==> src/hdl/fs_align_pkg.sv <==
package fs_align_pkg;
   // Operating state code that means the primary DPLL is locked.
   localparam logic [2:0] LOCK_STATE = 3'h4;
   // Reference input numbers as seen on the selected reference field.
   localparam logic [3:0] REF_IN_THREE = 4'h3;
   localparam logic [3:0] REF_IN_FOUR = 4'h4;
   localparam logic [3:0] REF_IN_FIVE = 4'h5;
   localparam logic [3:0] REF_IN_SIX = 4'h6;
   localparam logic [3:0] REF_IN_NINE = 4'h9;
   // Top two bits of the source field that select three-pin mode.
   localparam logic [1:0] SRC_THREE_PIN = 2'h3;
   // Bit positions inside the pin association field.
   localparam int ASSOC_SPLIT_BIT = 2;
   localparam int ASSOC_HIGH_BIT = 0;
   // Sync pin selection codes.
   typedef enum logic [1:0] {PIN_NONE, PIN_A, PIN_B, PIN_C} sync_pin_t;
   // Sampling phase codes.
   localparam logic [1:0] PH_NOMINAL = 2'h0;
   localparam logic [1:0] PH_EARLY_HALF = 2'h1;
   localparam logic [1:0] PH_LATE_ONE = 2'h2;
   localparam logic [1:0] PH_LATE_HALF = 2'h3;
   // Resampling rates and frame rate, all in kHz.
   localparam int RATE_LOW_KHZ = 6480;
   localparam int RATE_HIGH_KHZ = 19440;
   localparam int FRAME_KHZ = 2;
   localparam int PERIOD_LOW = RATE_LOW_KHZ / FRAME_KHZ;
   localparam int PERIOD_HIGH = RATE_HIGH_KHZ / FRAME_KHZ;
   // Counter width for one 2kHz period of resample ticks.
   localparam int CNT_W = 14;
   // Consecutive good edges needed before the sync is trusted.
   localparam int QUAL_EDGES = 64;
   localparam int QUAL_W = 7;
   // The 8kHz pulse divides the 2kHz period by this amount.
   localparam int SUB_DIV = 4;
endpackage : fs_align_pkg

==> src/hdl/fs_sel_if.sv <==
`timescale 1ns/1ps
`default_nettype none
// Carries the frame-sync source decision from the selector to the top.
interface fs_sel_if;
   import fs_align_pkg::*;
   logic fs_active;
   sync_pin_t pin_sel;
   logic three_pin;
   modport producer (output fs_active, output pin_sel, output three_pin);
   modport consumer (input fs_active, input pin_sel, input three_pin);
endinterface : fs_sel_if
`default_nettype wire

==> src/hdl/ext_frame_sync_align.sv <==
// Functional notes
// - Enable bit low disables external frame sync regardless of anything.
// - Manual mode uses pin A whenever locked; pins B and C ignored.
// - Auto mode uses pin A only when locked to the source input.
// - Source field 11XX selects automatic three-pin mode.
// - Association field maps pins A and B onto inputs three to six.
// - Pin C always belongs to input nine in three-pin mode.
// - Three-pin mode enables the pin tied to the locked input.
// - In three-pin mode auto bit clears enable on reference change.
// - Locked only when the operating state reads 100.
// - Disabled frame sync uses no pin; generators keep free-running.
// - Sync pin is first sampled on the reference rising edge.
// - Per-pin phase field shifts sampling half early to one late.
// - Resample at 6.48MHz when the rate bit is clear.
// - Rate bit set with 19.44MHz reference resamples at 19.44MHz.
// - Qualified after 64 consecutive falling edges on 2kHz boundaries.
// - One missing edge at the boundary disqualifies at once.
// - Alignment only while locked, enabled and qualified.
// - Frame pulses share one generator; other outputs use a second.
// - Without enable or qualification both generators free-run.
// - Enabled and qualified sync aligns the frame-pulse generator.
// - Decouple low also aligns the main generator to frame pulses.
// - Decouple high leaves the main generator free-running.
// - Only the falling edge of the sync signal counts.
// - Disqualification disconnects both generators immediately.
`timescale 1ns/1ps
`default_nettype none
module ext_frame_sync_align
   import fs_align_pkg::*;
#(
   parameter int PERIOD_LOW_P = PERIOD_LOW,
   parameter int PERIOD_HIGH_P = PERIOD_HIGH
) (
   input wire logic clk,
   input wire logic sys_rst,
   input wire logic enable_wr,
   input wire logic enable_wr_data,
   input wire logic framesync_auto_bit,
   input wire logic [3:0] source_field,
   input wire logic [2:0] pin_association_field,
   input wire logic [3:0] selected_reference,
   input wire logic [2:0] primary_dpll_op_state,
   input wire logic [1:0] sample_phase_adjust_a,
   input wire logic [1:0] sample_phase_adjust_b,
   input wire logic [1:0] sample_phase_adjust_c,
   input wire logic resample_rate_sel,
   input wire logic ref_is_19m44,
   input wire logic main_align_decouple,
   input wire logic sync_pin_a,
   input wire logic sync_pin_b,
   input wire logic sync_pin_c,
   input wire logic ref_rise_tick,
   input wire logic ref_fall_tick,
   input wire logic resample_tick_low,
   input wire logic resample_tick_high,
   output logic ext_framesync_enable,
   output logic framesync_active,
   output logic [1:0] active_pin,
   output logic sync_qualified,
   output logic frame_pulse_out_8k,
   output logic frame_pulse_out_2k,
   output logic main_align_2k
);
   localparam logic [CNT_W-1:0] LAST_LOW = CNT_W'(PERIOD_LOW_P - 1);
   localparam logic [CNT_W-1:0] LAST_HIGH = CNT_W'(PERIOD_HIGH_P - 1);
   localparam logic [QUAL_W-1:0] QUAL_FULL = QUAL_W'(QUAL_EDGES);

   // Phase-selected capture helper used for every sync pin.
   function automatic logic take_rise(input logic [1:0] code);
      take_rise = (code != PH_LATE_HALF);
   endfunction : take_rise

   fs_sel_if sel ();

   logic enable_reg;
   logic [3:0] last_ref_reg;
   logic fall_cap_reg;
   logic rise_cap_reg;
   logic sampled_reg;
   logic resampled_reg;
   logic resampled_prev_reg;
   logic [CNT_W-1:0] phase_reg;
   logic [CNT_W-1:0] phase_next;
   logic [QUAL_W-1:0] good_reg;
   logic [QUAL_W-1:0] good_next;
   logic qual_reg;
   logic qual_next;
   sync_pin_t pin_reg;
   logic active_reg;
   logic fp8_reg;
   logic fp2_reg;
   logic main_reg;
   logic [CNT_W-1:0] fp_count;
   logic [CNT_W-1:0] main_count;
   logic fp_wrap;
   logic main_wrap;

   // Lock test on the primary DPLL operating state.
   wire locked = (primary_dpll_op_state == LOCK_STATE);

   fs_source_sel u_sel (
      .enable(enable_reg),
      .auto_bit(framesync_auto_bit),
      .source_field(source_field),
      .assoc_field(pin_association_field),
      .sel_ref(selected_reference),
      .locked(locked),
      .sel(sel.producer)
   );

   // Automatic clear of the enable bit on a reference change.
   wire ref_changed = (selected_reference != last_ref_reg);
   wire auto_clear = sel.three_pin && framesync_auto_bit
                     && ref_changed;
   wire enable_next = enable_wr ? enable_wr_data :
                      auto_clear ? 1'b0 : enable_reg;

   // Enable bit and reference history; a software write wins.
   always_ff @(posedge clk) begin
      if (sys_rst) begin
         enable_reg <= 1'b0;
         last_ref_reg <= 4'h0;
      end else begin
         enable_reg <= enable_next;
         last_ref_reg <= selected_reference;
      end
   end

   // Pick the pin and its phase code; an idle pin reads high.
   wire pin_level = (sel.pin_sel == PIN_A) ? sync_pin_a :
                    (sel.pin_sel == PIN_B) ? sync_pin_b :
                    (sel.pin_sel == PIN_C) ? sync_pin_c : 1'b1;
   wire [1:0] phase_code = (sel.pin_sel == PIN_B) ? sample_phase_adjust_b :
                           (sel.pin_sel == PIN_C) ? sample_phase_adjust_c :
                           sample_phase_adjust_a;
   wire rise_take = ref_rise_tick && take_rise(phase_code);
   wire fall_take = ref_fall_tick && !take_rise(phase_code);
   wire sample_val = (phase_code == PH_EARLY_HALF) ? fall_cap_reg :
                     (phase_code == PH_LATE_ONE) ? rise_cap_reg :
                     pin_level;

   // First sampling on reference edges.
   always_ff @(posedge clk) begin
      if (sys_rst) begin
         fall_cap_reg <= 1'b1;
         rise_cap_reg <= 1'b1;
         sampled_reg <= 1'b1;
      end else begin
         if (ref_fall_tick) begin
            fall_cap_reg <= pin_level;
         end
         if (ref_rise_tick) begin
            rise_cap_reg <= pin_level;
         end
         if (rise_take || fall_take) begin
            sampled_reg <= sample_val;
         end
      end
   end

   // Resampling rate and period selection.
   wire use_high = resample_rate_sel && ref_is_19m44;
   wire rs_tick = use_high ? resample_tick_high : resample_tick_low;
   wire [CNT_W-1:0] period_last = use_high ? LAST_HIGH : LAST_LOW;

   // Resampling register pair for edge detection.
   always_ff @(posedge clk) begin
      if (sys_rst) begin
         resampled_reg <= 1'b1;
         resampled_prev_reg <= 1'b1;
      end else if (rs_tick) begin
         resampled_reg <= sampled_reg;
         resampled_prev_reg <= resampled_reg;
      end
   end

   // Falling edge only; a rising edge is ignored.
   wire fall_edge = rs_tick && resampled_prev_reg
                    && !resampled_reg;
   wire at_bound = (phase_reg >= period_last);
   wire good_edge = fall_edge && at_bound;
   wire bad_edge = fall_edge && !at_bound;
   wire missing = rs_tick && at_bound && !fall_edge;
   wire pin_changed = (sel.pin_sel != pin_reg);
   wire qual_reset = !sel.fs_active || pin_changed;

   // Qualification: count good edges, drop on any miss.
   assign phase_next = (!rs_tick) ? phase_reg :
                       (fall_edge || at_bound) ? '0 :
                       phase_reg + 1'b1;
   assign good_next = qual_reset ? '0 :
                      (bad_edge || missing) ? '0 :
                      (good_edge && good_reg != QUAL_FULL) ?
                      good_reg + 1'b1 : good_reg;
   assign qual_next = !qual_reset && !bad_edge && !missing
                      && (good_next == QUAL_FULL);

   always_ff @(posedge clk) begin
      if (sys_rst) begin
         phase_reg <= '0;
         good_reg <= '0;
         qual_reg <= 1'b0;
      end else begin
         phase_reg <= phase_next;
         good_reg <= good_next;
         qual_reg <= qual_next;
      end
   end

   // Alignment gate; the live edge check keeps a bad edge from loading.
   wire align_ok = locked && sel.fs_active && qual_reg;
   wire fp_load = align_ok && good_edge;
   wire main_load = align_ok && !main_align_decouple
                    && (fp_load || fp_wrap);

   fs_align_gen u_fp_gen (
      .clk(clk),
      .sys_rst(sys_rst),
      .tick(rs_tick),
      .period_last(period_last),
      .load(fp_load),
      .count(fp_count),
      .wrap(fp_wrap)
   );

   fs_align_gen u_main_gen (
      .clk(clk),
      .sys_rst(sys_rst),
      .tick(rs_tick),
      .period_last(period_last),
      .load(main_load),
      .count(main_count),
      .wrap(main_wrap)
   );

   // Output clocks fall at each generator boundary.
   wire [CNT_W-1:0] half_2k = period_last >> 1;
   wire [CNT_W-1:0] quarter = CNT_W'((32'(period_last) + 1) / SUB_DIV);
   wire [CNT_W-1:0] sub_pos = CNT_W'(32'(fp_count) % 32'(quarter));
   wire fp2_w = (fp_count > half_2k);
   wire fp8_w = (sub_pos >= (quarter >> 1));
   wire main_w = (main_count > half_2k);

   // Registered outputs.
   always_ff @(posedge clk) begin
      if (sys_rst) begin
         fp2_reg <= 1'b0;
         fp8_reg <= 1'b0;
         main_reg <= 1'b0;
         pin_reg <= PIN_NONE;
         active_reg <= 1'b0;
      end else begin
         fp2_reg <= fp2_w;
         fp8_reg <= fp8_w;
         main_reg <= main_w;
         pin_reg <= sel.pin_sel;
         active_reg <= sel.fs_active;
      end
   end

   assign ext_framesync_enable = enable_reg;
   assign framesync_active = active_reg;
   assign active_pin = pin_reg;
   assign sync_qualified = qual_reg;
   assign frame_pulse_out_8k = fp8_reg;
   assign frame_pulse_out_2k = fp2_reg;
   assign main_align_2k = main_reg;

   // Checks on the selection, enable and lock paths.
   off_disables_a: assert property (@(posedge clk) disable iff (sys_rst)
      !enable_reg |-> sel.pin_sel == PIN_NONE)
      else $error("frame sync active with enable clear");
   manual_pin_a: assert property (@(posedge clk) disable iff (sys_rst)
      enable_reg && locked && !sel.three_pin && !framesync_auto_bit
      |-> sel.pin_sel == PIN_A)
      else $error("manual mode did not pick pin A");
   auto_source_a: assert property (@(posedge clk) disable iff (sys_rst)
      !sel.three_pin && framesync_auto_bit
      && selected_reference != source_field
      |-> !sel.fs_active)
      else $error("auto mode active on wrong reference");
   third_pin_a: assert property (@(posedge clk) disable iff (sys_rst)
      enable_reg && locked && sel.three_pin
      && selected_reference == REF_IN_NINE
      |-> sel.pin_sel == PIN_C)
      else $error("input nine did not select pin C");
   auto_clear_a: assert property (@(posedge clk) disable iff (sys_rst)
      sel.three_pin && framesync_auto_bit && ref_changed && !enable_wr
      |=> !enable_reg)
      else $error("enable not cleared on reference change");
   lock_only_a: assert property (@(posedge clk) disable iff (sys_rst)
      !locked |-> !sel.fs_active)
      else $error("frame sync active while unlocked");

   // Sampling phase checks; the sample lands one clock after the tick.
   rise_sample_a: assert property (@(posedge clk) disable iff (sys_rst)
      ref_rise_tick && phase_code == PH_NOMINAL
      |=> sampled_reg == $past(pin_level))
      else $error("nominal phase did not sample on the rising edge");
   phase_late_a: assert property (@(posedge clk) disable iff (sys_rst)
      rise_take && phase_code == PH_LATE_ONE
      |=> sampled_reg == $past(rise_cap_reg))
      else $error("late phase code did not use the previous rising sample");

   // Qualification and alignment checks.
   qual_count_a: assert property (@(posedge clk) disable iff (sys_rst)
      $rose(qual_reg) |-> $past(good_reg) == QUAL_FULL - 1'b1)
      else $error("qualified without the full edge count");
   qual_rise_a: assert property (@(posedge clk) disable iff (sys_rst)
      good_edge && !qual_reset && good_reg == QUAL_FULL - 1'b1
      |=> qual_reg)
      else $error("last good edge did not qualify the sync");
   miss_drop_a: assert property (@(posedge clk) disable iff (sys_rst)
      missing |=> !qual_reg && good_reg == '0)
      else $error("missing edge did not disqualify");
   no_align_a: assert property (@(posedge clk) disable iff (sys_rst)
      !qual_reg |-> !fp_load && !main_load)
      else $error("generator loaded while unqualified");
   decouple_a: assert property (@(posedge clk) disable iff (sys_rst)
      main_align_decouple |-> !main_load)
      else $error("main generator loaded while decoupled");
   main_follow_a: assert property (@(posedge clk) disable iff (sys_rst)
      fp_load && !main_align_decouple |=> main_count == fp_count)
      else $error("main generator not restarted with the frame generator");
   fp_sync_a: assert property (@(posedge clk) disable iff (sys_rst)
      fp_load |=> fp_count == '0)
      else $error("frame generator not restarted by sync");
   rise_ignored_a: assert property (@(posedge clk) disable iff (sys_rst)
      rs_tick && !resampled_prev_reg && resampled_reg && !at_bound
      && !qual_reset |=> good_reg == $past(good_reg))
      else $error("rising edge disturbed the qualification count");

   // Main scenarios: qualify, align, follow, auto-clear, decoupled wrap.
   qualified_c: cover property (@(posedge clk) disable iff (sys_rst)
      $rose(qual_reg));
   fp_aligned_c: cover property (@(posedge clk) disable iff (sys_rst)
      fp_load);
   main_aligned_c: cover property (@(posedge clk) disable iff (sys_rst)
      main_load && !fp_load);
   auto_clear_c: cover property (@(posedge clk) disable iff (sys_rst)
      auto_clear && enable_reg);
   main_free_c: cover property (@(posedge clk) disable iff (sys_rst)
      main_wrap && main_align_decouple);
endmodule : ext_frame_sync_align
`default_nettype wire

==> src/hdl/fs_source_sel.sv <==
`timescale 1ns/1ps
`default_nettype none
module fs_source_sel
   import fs_align_pkg::*;
(
   input wire logic enable,
   input wire logic auto_bit,
   input wire logic [3:0] source_field,
   input wire logic [2:0] assoc_field,
   input wire logic [3:0] sel_ref,
   input wire logic locked,
   fs_sel_if.producer sel
);
   // Mode decode from the enable, source and auto settings.
   wire three_pin_w = (source_field[3:2] == SRC_THREE_PIN);
   wire manual_w = enable && locked && !three_pin_w && !auto_bit;
   wire auto_w = enable && locked && !three_pin_w && auto_bit
                 && (sel_ref == source_field);
   // Association of pins with reference inputs in three-pin mode.
   wire split_w = assoc_field[ASSOC_SPLIT_BIT];
   wire hi_w = assoc_field[ASSOC_HIGH_BIT];
   wire a_three = !split_w || !hi_w;
   wire a_five = !split_w || hi_w;
   wire a_hit = (a_three && sel_ref == REF_IN_THREE)
                || (a_five && sel_ref == REF_IN_FIVE);
   wire b_hit = (a_three && sel_ref == REF_IN_FOUR)
                || (a_five && sel_ref == REF_IN_SIX);
   wire c_hit = (sel_ref == REF_IN_NINE);
   wire tp_en = enable && locked && three_pin_w;
   // Final selection; everything off when the enable bit is clear.
   assign sel.three_pin = three_pin_w;
   assign sel.pin_sel = !enable ? PIN_NONE :
                        (manual_w || auto_w) ? PIN_A :
                        (tp_en && a_hit) ? PIN_A :
                        (tp_en && b_hit) ? PIN_B :
                        (tp_en && c_hit) ? PIN_C : PIN_NONE;
   assign sel.fs_active = (sel.pin_sel != PIN_NONE);
endmodule : fs_source_sel
`default_nettype wire

==> src/hdl/fs_align_gen.sv <==
`timescale 1ns/1ps
`default_nettype none
module fs_align_gen
   import fs_align_pkg::*;
(
   input wire logic clk,
   input wire logic sys_rst,
   input wire logic tick,
   input wire logic [CNT_W-1:0] period_last,
   input wire logic load,
   output logic [CNT_W-1:0] count,
   output logic wrap
);
   logic [CNT_W-1:0] count_reg;
   logic [CNT_W-1:0] count_next;
   // Free-run over one 2kHz period, or restart at zero on a load.
   assign wrap = tick && (count_reg >= period_last);
   assign count_next = !tick ? count_reg :
                       (load || wrap) ? '0 : count_reg + 1'b1;
   assign count = count_reg;
   // Counter register.
   always_ff @(posedge clk) begin
      if (sys_rst) begin
         count_reg <= '0;
      end else begin
         count_reg <= count_next;
      end
   end
endmodule : fs_align_gen
`default_nettype wire

==> config.mk <==
export PLATFORM = sky130hd
export DESIGN_NAME = ext_frame_sync_align
export DESIGN_NICKNAME = d
export VERILOG_FILES = /design/src/hdl/fs_align_pkg.sv /design/src/hdl/fs_sel_if.sv /design/src/hdl/ext_frame_sync_align.sv /design/src/hdl/fs_source_sel.sv /design/src/hdl/fs_align_gen.sv
export SDC_FILE = /design/constraint.sdc
export NUM_CORES = 1
export LEC_CHECK = 0
export ABC_AREA = 1
export BUFFER_PORTS_ARGS = -buffer_cell sky130_fd_sc_hd__buf_2
export CAP_MARGIN = 5
export CORE_MARGIN = 4
export CORE_UTILIZATION = 25
export CTS_CLUSTER_SIZE = 10
export DETAILED_ROUTE_END_ITERATION = 7
export PLACE_DENSITY = 0.45
export SYNTH_ARGS = -nofsm -noshare
export SYNTH_HDL_FRONTEND = slang
export SYNTH_HIERARCHICAL = 1
export SYNTH_SLANG_ARGS = --single-unit
==> constraint.sdc <==
create_clock -name clk -period 21.8 [get_ports clk]
set_input_delay 2.18 -clock clk [delete_from_list [all_inputs] [get_ports clk]]
set_output_delay 2.18 -clock clk [all_outputs]
set_load 0.05 [all_outputs]
==> impl_metrics.py <==
metrics = {
    "sta": {
        "grt_setup_unrepaired": "false",
        "fin_crit_ns": 11.53,
        "maxSlewHeadroom_pct": 29.93,
        "final_hold_viol_count": 0,
        "timing.final.crit_share_pct": 52.89,
        "holdWs_ns": 0.4777,
        "finalSetupViolations": 0,
        "finalClockSkew_ns": 0.01106,
        "tns_ns": 0,
        "slew_viol_final": 0,
        "max_freq_ghz": 0.08674,
        "worstMarginPinSlew_ns": 1.038,
    },
    "clocking": {
        "insertion_delay_ns": 0.34,
        "clkSinkCount": 66,
        "numCtsBuffers": 9,
        "clockBufferDepth": 2,
        "cts_setup_buffers": 0,
        "clockRootBuffer": "clkbuf_16",
        "cts_htree_levels": 3,
        "clk_pin_slew_ns": 0.06,
        "ctsResizeCount": 0,
        "cts_hold_buffers": 0,
        "cts_tree": "done",
    },
    "worst_setup_path": {
        "worstPathRequired_ns": 22.00,
        "path_class": "in -> reg",
        "path_common_cell": "nand2_1",
        "worstPathMaxFanout": 16,
        "worstPathArrival_ns": 11.73,
        "end_kind": "register",
        "worstSetupStartpointType": "input port",
        "slowest_delay_ns": 0.37,
        "cp_slowest_cell": "xor2_1",
    },
    "cells_and_area": {
        "fin_util_pct": 28.57,
        "area_delta_synth_final_pct": 11.66,
        "drive_gt1_share_pct": 12.77,
        "fill_cells": 3532,
        "finalNonFillerCells": 1712,
        "antenna_cells": 0,
        "nets": 1427,
    },
    "synth": {
        "yosysWarnings": 6,
        "synth.avg_cell_area_sq_um": 6.292,
        "synth_area_sq_um": 7909,
        "syn_inst": 1257,
    },
    "global_route": {
        "globalRouteOverflowTotal": 0,
        "grt_pass1_wl_mm": 33.49,
        "grt_antenna_before_repair": 1,
        "grt_pass1_vias": 7346,
        "grt_use_total_pct": 11.51,
        "grt_max_degree": 29,
    },
    "status": {
        "status": "finished clean",
    },
    "routing": {
        "post-route-drc-count": 0,
        "first_pass_iters": 5,
        "drt-vias-per-instance": 4.377,
        "routed_wl_mm": 19.24,
        "drtAntennaViolNets": 0,
        "wire_per_inst_microns": 11.24,
        "drt-initial-drc-count": 364,
        "vias": 7493,
    },
    "floorplanning": {
        "die_h_microns": 185.9,
        "fp-row-count": 64,
        "die_w_microns": 185.9,
        "core-area_sq_um": 30910,
        "die-area_sq_um": 34550,
        "start_util_pct": 25.59,
        "io_pins": 43,
    },
    "place": {
        "io_buffers": 41,
        "place_inst": 1697,
        "gp_congestion": 0.8020,
        "dp_hpwl_mm": 15.25,
    },
    "power": {
        "p_leak_nw": 4.433,
        "power.density_nw_per_um2": 69.95,
        "vdd_drop_max_mv": 0.02973,
    },
    "worst_hold_path": {
        "min_path_type": "reg -> reg",
    },
    "flow_run": {
        "maxCapViolations": 0,
    },
}
[final cells by class]
cell class | count | area [sq um] | area share [%]
clock buffer | 13 | 260.3 | 2.947
clock inverter | 2 | 12.51 | 0.1417
inverter | 211 | 792.0 | 8.969
multi-input combinational | 978 | 5707 | 64.62
sequential | 66 | 1321 | 14.96
tap | 396 | 495.5 | 5.611
timing repair buffer | 46 | 242.7 | 2.749
[worst max-delay path: cells and delay by family]
| kind | cells | cell delay, ns |
|---|---|---|
| AOI/OAI and AO/OA | 6 | 0.92 |
| and+or+nand+nor | 41 | 4.74 |
| buffers and inverters | 8 | 0.72 |
| xor gates and xnor gates | 5 | 1.28 |
| adders and majority gates | 6 | 1.85 |
[worst paths after layout]
check | startpoint | endpoint | slack (ns) | cells past startpoint
setup / recovery | resample_rate_sel | frame_pulse_out_8k$_SDFF_PP0_ | 10.27 | 66
hold / removal | rise_cap_reg$_SDFFE_PP1P_ | rise_cap_reg$_SDFFE_PP1P_ | 0.48 | 2
setup reg to reg | u_fp_gen/count[6]$_SDFFE_PP0P_ | frame_pulse_out_8k$_SDFF_PP0_ | 12.14 | 64
hold reg to reg | rise_cap_reg$_SDFFE_PP1P_ | rise_cap_reg$_SDFFE_PP1P_ | 0.48 | 2
[layout by cell type, fill, tap and decap left out, drive strengths merged, types with 13 or more instances in the layout]
| cell | count |
|---|---|
| nor3 | 24 |
| ha | 79 |
| dfxtp | 66 |
| nand2 | 346 |
| clkbuf | 13 |
| xor2 | 39 |
| conb | 19 |
| nand4 | 31 |
| nor2 | 163 |
| xnor2 | 21 |
| inv | 208 |
| buf | 46 |
| o21ai | 34 |
| nand3 | 133 |
| a21oi | 37 |
[report_power, final]
part | internal (mW) | total, mW | switching [mW]
clock network | 0.0825 | 0.138 | 0.0556
logic | 0.127 | 0.352 | 0.225
registers | 0.124 | 0.128 | 0.00320
[metal layers]
metal,vias up,share of wire (%),track usage [%]
li1,4098,-,-
met1,3295,49,14.95
met2,84,46,20.21
met3,14,3.8,1.817
met4,2,0.78,2.361
met5,-,0.068,0
[metrics by stage]
step	setup slack [ns]	total power, mW	cell area (sq um)
2_1_floorplan	10.59	0.4204	7973
3_3_place_gp	9.899	0.4802	8558
3_5_place_dp	9.872	0.4821	8558
4_1_cts	10.18	0.6260	8831
5_1_grt	9.108	0.6901	8831
6_report	10.27	0.6178	8831
(Power assumes the default switching activity.)
